## src/wait_page_pkg.sv

```systemverilog
package wait_page_pkg;
    localparam logic [6:0]  program_page_select_addr = 7'h1E;
    localparam logic [6:0]  wait_state_ranges_addr   = 7'h28;
    localparam logic [6:0]  wait_state_control_addr  = 7'h2B;
    localparam logic [15:0] page_reset               = 16'h0000;
    localparam logic [15:0] ranges_reset             = 16'h7FFF;
    localparam logic [15:0] control_reset            = 16'h0000;
    localparam int          range_select_bit         = 15;
    localparam int          io_lsb                   = 12;
    localparam int          data_hi_lsb              = 9;
    localparam int          data_lo_lsb              = 6;
    localparam int          prog_hi_lsb              = 3;
    localparam int          prog_lo_lsb              = 0;
    localparam int          multiplier_bit           = 0;
    localparam logic [3:0]  page_mask                = 4'hF;
    localparam logic [15:0] overlay_limit            = 16'h3FFF;
    localparam logic [15:0] page0_top                = 16'h007F;
    localparam logic [3:0]  max_waits                = 4'hE;
    typedef enum logic [1:0] {
        space_prog = 2'h0,
        space_data = 2'h1,
        space_io   = 2'h2
    } space_type;
    typedef enum logic [2:0] {
        st_idle = 3'h1,
        st_wait = 3'h2,
        st_rdy  = 3'h4
    } state_type;
endpackage : wait_page_pkg

```

## src/wait_count_select.sv

```systemverilog
`timescale 1ns/1ps
`default_nettype none
module wait_count_select (
    input  wire logic [15:0] ranges,
    input  wire logic        multiplier,
    input  wire logic [1:0]  space,
    input  wire logic [15:0] offset,
    output logic      [3:0]  count
);
    wire logic       whole_prog = ranges[wait_page_pkg::range_select_bit];
    wire logic [2:0] io_f = ranges[wait_page_pkg::io_lsb +: 3];
    wire logic [2:0] dh_f = ranges[wait_page_pkg::data_hi_lsb +: 3];
    wire logic [2:0] dl_f = ranges[wait_page_pkg::data_lo_lsb +: 3];
    wire logic [2:0] ph_f = ranges[wait_page_pkg::prog_hi_lsb +: 3];
    wire logic [2:0] pl_f = ranges[wait_page_pkg::prog_lo_lsb +: 3];
    wire logic [2:0] prog_f =
        (whole_prog || !offset[15]) ? pl_f : ph_f;
    wire logic [2:0] data_f = offset[15] ? dh_f : dl_f;
    wire logic [2:0] base =
        (space == wait_page_pkg::space_io)   ? io_f :
        (space == wait_page_pkg::space_data) ? data_f : prog_f;
    assign count = multiplier ? {base, 1'b0} : {1'b0, base};
endmodule : wait_count_select
`default_nettype wire

```

## src/wait_state_gen_with_program_paging.sv

```systemverilog
`timescale 1ns/1ps
`default_nettype none
// Summary of operation
// - drive twenty-bit program address externally
// - page register at 001Eh, reset zero
// - six far transfers load the page
// - other operations keep page unchanged
// - accumulator program read/write use 20 bits
// - sixteen pages of 64K words
// - overlay maps lower 16K on-chip
// - software waits up to fourteen cycles
// - hold cycle until ready asserted
// - gate generator clock when all zero
// - fields reset to 111, select zero
// - bits 14-12 set I/O waits
// - bits 11-9 set upper data waits
// - bits 8-6 set lower data waits
// - bits 5-3 upper program unless select
// - bits 2-0 lower or whole program
// - multiplier doubles base counts
// - control bits 15-1 reserved, unchanged
// - data page 0 never in program
module wait_state_gen_with_program_paging (
    input  wire logic        clk,
    input  wire logic        reset,
    input  wire logic        clk_en,
    // memory-mapped register port from the core
    input  wire logic        mmr_write,
    input  wire logic        mmr_read,
    input  wire logic [6:0]  mmr_addr,
    input  wire logic [15:0] mmr_wdata,
    output logic      [15:0] mmr_rdata,
    // page load from far control transfers
    input  wire logic        far_load,
    input  wire logic [3:0]  far_page,
    // program address from the sequencer (page-relative)
    input  wire logic [15:0] prog_offset,
    input  wire logic        acc_prog_access,
    input  wire logic [19:0] accumulator,
    input  wire logic        ram_overlay_bit,
    output logic      [19:0] program_address,
    output logic             prog_internal,
    // external bus cycle request
    input  wire logic        bus_start,
    input  wire logic [1:0]  bus_space,
    input  wire logic [15:0] bus_offset,
    input  wire logic        ready,
    output logic             bus_hold,
    output logic             bus_done,
    output logic             gen_clock_on
);
    logic [15:0] program_page_register;
    logic [15:0] wait_state_range_register;
    logic [15:0] wait_state_control_register;
    logic [3:0]  count_reg;
    logic [3:0]  count_next;
    wait_page_pkg::state_type state_reg;
    wait_page_pkg::state_type state_next;
    logic [15:0] rdata_next;
    logic [19:0] paddr_next;
    logic        internal_next;
    logic        hold_next;
    logic        done_next;
    logic [3:0]  sel_count;

    // register address decode, shared by writes and reads
    wire logic hit_page =
        mmr_addr == wait_page_pkg::program_page_select_addr;
    wire logic hit_ranges =
        mmr_addr == wait_page_pkg::wait_state_ranges_addr;
    wire logic hit_control =
        mmr_addr == wait_page_pkg::wait_state_control_addr;
    wire logic wr_page    = mmr_write && hit_page;
    wire logic wr_ranges  = mmr_write && hit_ranges;
    wire logic wr_control = mmr_write && hit_control;

    wire logic multiplier =
        wait_state_control_register[wait_page_pkg::multiplier_bit];

    // only the four page bits exist; upper bits read zero
    wire logic [3:0] far_page_bits = far_page & wait_page_pkg::page_mask;
    wire logic [3:0] mmr_page_bits = mmr_wdata[3:0];
    // a far transfer wins over a page write in the same cycle
    wire logic [15:0] page_next =
        far_load ? {12'h000, far_page_bits} :
        wr_page  ? {12'h000, mmr_page_bits} :
        program_page_register;

    // every bit of the range register is writable
    wire logic [15:0] ranges_next =
        wr_ranges ? mmr_wdata : wait_state_range_register;

    // reserved control bits keep their value on writes
    wire logic [15:0] ctrl_next = wr_control ?
        {wait_state_control_register[15:1], mmr_wdata[0]} :
        wait_state_control_register;

    // unmapped addresses read back zero
    assign rdata_next =
        hit_page    ? program_page_register :
        hit_ranges  ? wait_state_range_register :
        hit_control ? wait_state_control_register : 16'h0000;
    // read port idles at zero so a stale word is never taken
    wire logic [15:0] rdata_out = mmr_read ? rdata_next : 16'h0000;

    // program address: page register above the sequencer offset
    wire logic [3:0]  cur_page   = program_page_register[3:0];
    wire logic [19:0] paged_addr = {cur_page, prog_offset};
    // table access takes all twenty bits from the accumulator
    wire logic [3:0]  acc_page   = accumulator[19:16];
    wire logic [15:0] acc_off    = accumulator[15:0];
    assign paddr_next =
        acc_prog_access ? {acc_page, acc_off} : paged_addr;
    wire logic [3:0]  eff_page = paddr_next[19:16];
    wire logic [15:0] eff_off  = paddr_next[15:0];
    wire logic in_page0    = eff_page == 4'h0;
    wire logic below_limit = eff_off <= wait_page_pkg::overlay_limit;
    wire logic above_page0 = eff_off > wait_page_pkg::page0_top;
    // page 0 low region is always on-chip; other pages only with overlay
    assign internal_next =
        (in_page0 || ram_overlay_bit) && below_limit && above_page0;

    // a field counts as idle when it can never add a wait
    wire logic [15:0] ranges_now = wait_state_range_register;
    wire logic whole_prog = ranges_now[wait_page_pkg::range_select_bit];
    wire logic io_zero = ranges_now[wait_page_pkg::io_lsb +: 3] == 3'h0;
    wire logic dh_zero = ranges_now[wait_page_pkg::data_hi_lsb +: 3] == 3'h0;
    wire logic dl_zero = ranges_now[wait_page_pkg::data_lo_lsb +: 3] == 3'h0;
    wire logic ph_zero = ranges_now[wait_page_pkg::prog_hi_lsb +: 3] == 3'h0;
    wire logic pl_zero = ranges_now[wait_page_pkg::prog_lo_lsb +: 3] == 3'h0;
    // upper program field is dead while the whole-space select is set
    wire logic all_zero = io_zero && dh_zero && dl_zero &&
        (ph_zero || whole_prog) && pl_zero;

    wire logic gen_clock_next = !all_zero;

    // one wait count per access, from space and offset
    wait_count_select u_select (
        .ranges     (wait_state_range_register),
        .multiplier (multiplier),
        .space      (bus_space),
        .offset     (bus_offset),
        .count      (sel_count)
    );

    // zero-wait cycles skip the counter: done at once if ready is high, else straight to the ready state
    wire logic need_waits  = sel_count != 4'h0 && !all_zero;
    wire logic start_waits = bus_start && need_waits;
    wire logic start_stall = bus_start && !need_waits && !ready;
    wire logic start_quick = bus_start && !need_waits && ready;
    wire logic last_wait   = count_reg == 4'h1;

    // a start while busy is ignored: only idle looks at bus_start
    always_comb begin
        state_next = state_reg;
        count_next = count_reg;
        unique case (state_reg)
            wait_page_pkg::st_idle: begin
                if (start_waits) begin
                    count_next = sel_count;
                    state_next = wait_page_pkg::st_wait;
                end else if (start_stall) begin
                    state_next = wait_page_pkg::st_rdy;
                end
            end
            wait_page_pkg::st_wait: begin
                count_next = count_reg - 4'h1;
                // ready is looked at only once the count has run out
                if (last_wait) begin
                    state_next = wait_page_pkg::st_rdy;
                end
            end
            wait_page_pkg::st_rdy: begin
                if (ready) begin
                    state_next = wait_page_pkg::st_idle;
                end
            end
            default: begin
                // a corrupted one-hot code falls back to idle
                state_next = wait_page_pkg::st_idle;
            end
        endcase
    end

    // hold and done decided per state, both registered below
    always_comb begin
        hold_next = 1'b0;
        done_next = 1'b0;
        unique case (state_reg)
            wait_page_pkg::st_idle: begin
                hold_next = start_waits || start_stall;
                done_next = start_quick;
            end
            wait_page_pkg::st_wait: begin
                hold_next = 1'b1;
            end
            wait_page_pkg::st_rdy: begin
                // hold drops in the cycle that done rises
                hold_next = !ready;
                done_next = ready;
            end
            default: begin
                hold_next = 1'b0;
            end
        endcase
    end

    // every register holds still while clk_en is low
    always_ff @(posedge clk or posedge reset) begin
        if (reset) begin
            program_page_register <= wait_page_pkg::page_reset;
        end else if (clk_en) begin
            program_page_register <= page_next;
        end
    end

    // seven waits everywhere after reset, whole-space select clear
    always_ff @(posedge clk or posedge reset) begin
        if (reset) begin
            wait_state_range_register <= wait_page_pkg::ranges_reset;
        end else if (clk_en) begin
            wait_state_range_register <= ranges_next;
        end
    end

    always_ff @(posedge clk or posedge reset) begin
        if (reset) begin
            wait_state_control_register <= wait_page_pkg::control_reset;
        end else if (clk_en) begin
            wait_state_control_register <= ctrl_next;
        end
    end

    // sequencer for one external bus cycle
    always_ff @(posedge clk or posedge reset) begin
        if (reset) begin
            state_reg <= wait_page_pkg::st_idle;
        end else if (clk_en) begin
            state_reg <= state_next;
        end
    end

    always_ff @(posedge clk or posedge reset) begin
        if (reset) begin
            count_reg <= 4'h0;
        end else if (clk_en) begin
            count_reg <= count_next;
        end
    end

    // read data stands one cycle per read
    always_ff @(posedge clk or posedge reset) begin
        if (reset) begin
            mmr_rdata <= 16'h0000;
        end else if (clk_en) begin
            mmr_rdata <= rdata_out;
        end
    end

    // address follows the sequencer, or the accumulator on table access, every cycle
    always_ff @(posedge clk or posedge reset) begin
        if (reset) begin
            program_address <= 20'h00000;
        end else if (clk_en) begin
            program_address <= paddr_next;
        end
    end

    always_ff @(posedge clk or posedge reset) begin
        if (reset) begin
            prog_internal <= 1'b0;
        end else if (clk_en) begin
            prog_internal <= internal_next;
        end
    end

    // hold and done come from flops so the bus sees clean edges
    always_ff @(posedge clk or posedge reset) begin
        if (reset) begin
            bus_hold <= 1'b0;
        end else if (clk_en) begin
            bus_hold <= hold_next;
        end
    end

    always_ff @(posedge clk or posedge reset) begin
        if (reset) begin
            bus_done <= 1'b0;
        end else if (clk_en) begin
            bus_done <= done_next;
        end
    end

    // on after reset, since every field then starts at seven
    always_ff @(posedge clk or posedge reset) begin
        if (reset) begin
            gen_clock_on <= 1'b1;
        end else if (clk_en) begin
            gen_clock_on <= gen_clock_next;
        end
    end
endmodule : wait_state_gen_with_program_paging
`default_nettype wire

```

## config.mk

```make
export PLATFORM = sky130hd
export DESIGN_NAME = wait_state_gen_with_program_paging
export DESIGN_NICKNAME = d
export VERILOG_FILES = /design/src/wait_page_pkg.sv /design/src/wait_count_select.sv /design/src/wait_state_gen_with_program_paging.sv
export SDC_FILE = /design/constraint.sdc
export NUM_CORES = 1
export LEC_CHECK = 0
export ABC_AREA = 1
export BUFFER_PORTS_ARGS = -buffer_cell sky130_fd_sc_hd__buf_2
export CAP_MARGIN = 20
export CORE_MARGIN = 3
export CORE_UTILIZATION = 53
export CTS_BUF_LIST = sky130_fd_sc_hd__clkbuf_8 sky130_fd_sc_hd__clkbuf_16
export CTS_CLUSTER_DIAMETER = 200
export CTS_CLUSTER_SIZE = 12
export DETAILED_ROUTE_END_ITERATION = 16
export PLACE_DENSITY = 0.86
export SETUP_SLACK_MARGIN = 0.2
export SLEW_MARGIN = 0
export SYNTH_ARGS = -nofsm -noshare
export SYNTH_HDL_FRONTEND = slang
export SYNTH_SLANG_ARGS = --single-unit
```

## constraint.sdc

```tcl
create_clock -name clk -period 2.7 [get_ports clk]
set_input_delay 0.135 -clock clk [delete_from_list [all_inputs] [get_ports clk]]
set_output_delay 0.135 -clock clk [all_outputs]
set_load 0.03 [all_outputs]
```

==> impl_metrics.tcl <==
set metrics [dict create \
    end_kind "flop" \
    regToRegEndpoint "count_reg[3]" \
    areaGrowthSynthToFinish_pct 23.46 \
    die_h_um 86.19 \
    tritoncts "done" \
    drv_slew 0 \
    yosys_warnings 0 \
    setup_tns_ns 0 \
    dpl.cell_count 585 \
    r2r_cells 9 \
    via_per_inst 5.436 \
    timing.critical_path.cells "buf_2 -> inv_1 -> nand2_1 -> nor3_1 -> nand2_1 -> inv_1 -> nand2_2 -> mux2_2" \
    post-dp-hpwl_um 6772 \
    crit_arrival_ns 1.91 \
    final_cells 601 \
    hold_violations 0 \
    final_cell_mix "nand2_1 (116), buf_2 (115), dfrtp_1 (51)" \
    syn_avg_cell_area_sq_um 8.395 \
    insertion_delay_ns 0.34 \
    ant_nets 0 \
    num_rows 28 \
    wl_um 9073 \
    syn-instance-count 406 \
    cts.htree.levels 3 \
    post-route-period-util_pct 60.63 \
    synth_top_area_share_pct 37.44 \
    path_delay_family "simple AND/OR/NAND/NOR gates" \
    finalWorstSetupSlack_ns 1.063 \
    drive_gt1_share_pct 33.08 \
    grt_max_degree 48 \
    grt_setup_unrepaired "false" \
    synthTopCellsByArea "dfrtp_1 (37%), dfstp_2 (13%), nand2_1 (13%)" \
    pre_cts_slack_ns 0.7206 \
    layout.nets 614 \
    ys_seq_elements 68 \
    synth_top_area_cell "dfrtp_1" \
    leakagePower_nw 2.303 \
    cts_hold_buf 0 \
    start_kind "input pin" \
    crit_start "mmr_addr[0]" \
    mostFrequentLayoutCell "nand2_1" \
    cts_setup_buffers 0 \
    grt_pass1_vias 3259 \
    max_freq_mhz 610.8 \
    hp-class "in -> async" \
    drt_iter0_drc 193 \
    clock_sinks 68 \
    antenna_found_initial 0 \
    maxSlewHeadroom_pct 36.94 \
    grt_first_pass_wirelength_um 14920 \
    crit_end "ranges_now[9]" \
    syn-num-nets 499 \
    critPathBufInv 3 \
    required_ns 2.97 \
    r2r_start "state_reg[0]" \
    cts.reportedPaths.clkPinSlew_ns 0.07 \
    crit_fanout 26 \
    dieArea_sq_um 7429 \
    critPathSlowestCell "nand2_2" \
    core_area_sq_um 6061 \
    worst-path-stages 8 \
    regArea_sq_um 1723 \
    via_count 3267 \
    cts_resized 0 \
    yosysSeqAreaShare_pct 50.55 \
    start_util_pct 56.23 \
    finalCriticalPeriod_ns 1.637 \
    largest_reg_flops 20 \
    cts_buffer_depth 2 \
    gp_routability_congestion 0.8160 \
    worstSetupPathType "in -> reg" \
    ios 131 \
    status "finished, final reports clean" \
    drc_errors 0 \
    firstDrtPassIters 5 \
    powerDensity_nw_per_um2 622.6 \
    yosysUniqueCellTypes 36 \
    cts-buffers-inserted 9 \
    rrSetupSlack_ns 1.09 \
    regMostFlops "program_address" \
    drv_cap 0 \
    final-setup-viol-count 0 \
    dpl_cell_area_sq_um 4045 \
    post_drt_wl_per_cell_um 15.10 \
    fin_area_sq_um 4208 \
    grt-ovfl-total 0 \
    netlist_area_sq_um 3408 \
    worstMarginPinSlew_ns 0.9445 \
    track_usage_pct 25.53 \
    num_antenna_cells 0 \
    ir_drop_v 0.0004238 \
    cpPeakStageDelay_ns 0.41 \
    multi_input_area_sq_um 1445 \
    die_w_um 86.19 \
    io_buffers 115 \
    root_buffer "clkbuf_8" \
    skew_ns 0.01013 \
    fill_cells 486 \
]
## cell type report
class | count | share of cell area [%]
clock buffers | 10 | 3.271
clock inverters | 6 | 0.5947
inverters | 45 | 4.044
multi-input cells | 277 | 34.34
flip-flops and latches | 68 | 40.95
well taps | 75 | 2.230
repair buffers | 120 | 14.57
## layer usage
layer	track usage [%]	vias up	wire [um]
met5	0	-	0
met4	8.640	0	181
met3	5.418	16	516
met2	44.29	112	4682
met1	31.77	1566	3693
li1	-	1573	-
## synth_stat cells, drive strengths merged
library cell / count
nor3b: 1
clkbuf: 7
a31oi: 2
or2: 2
mux2: 6
xor2: 1
nor4: 3
a32o: 12
clkinv: 1
dfrtp: 51
ha: 2
a41oi: 1
nand3: 15
nand4: 4
mux2i: 7
o22ai: 7
nor2: 24
nand2: 124
o31ai: 1
inv: 44
o21ai: 47
a21oi: 11
buf: 9
o221ai: 1
nor3: 6
dfstp: 17
## through the flow
stage / hold slack [ns] / total power, mW / utilization [%]
global route: 0.02984 / 2.768 / 69.43
finish: 0.007888 / 2.620 / 69.43
CTS: 0.01711 / 2.624 / 69.43
global placement: 0.3666 / 1.890 / 66.74
floorplan: 0.2600 / 1.714 / -
detailed placement: 0.3737 / 1.925 / 66.74
## worst min-delay path by stage
stage	slack, ns	to
3_3_place_gp	0.37	ranges_now[10]
6_report	0.008	state_reg[2]
3_5_place_dp	0.37	ranges_now[7]
4_1_cts	0.02	ranges_now[7]
5_1_grt	0.03	ranges_now[10]
2_1_floorplan	0.26	ranges_now[0]
## cell families after synthesis
kind of cell               count (synthesis)  synth area share, %
buffers and inverters                     61                7.048
AOI/OAI and AO/OA                         82                14.54
muxes                                     13                4.038
and+or+nand+nor                          179                22.83
DFF                                       68                50.55
xor gates and xnor gates                   1               0.2570
adders and majority gates                  2               0.7341
## worst register-to-register path, stage by stage (launching register included)
cell     delay [ns]
dfstp_2        0.55
inv_1          0.08
nor3_4         0.21
inv_1          0.07
nand2_1        0.06
inv_1          0.05
nor2_1         0.24
nand2_4        0.11
nand2_1        0.07
nand2_1        0.05
## power breakdown
group | leakage [nW] | internal [mW] | switching (mW)
sequential | 0.830 | 1.14 | 0.0745
clock | 0.101 | 0.342 | 0.367
combinational | 1.37 | 0.238 | 0.456
total | 2.30 | 1.72 | 0.898
No activity file was read; power rests on OpenSTA's default activity.
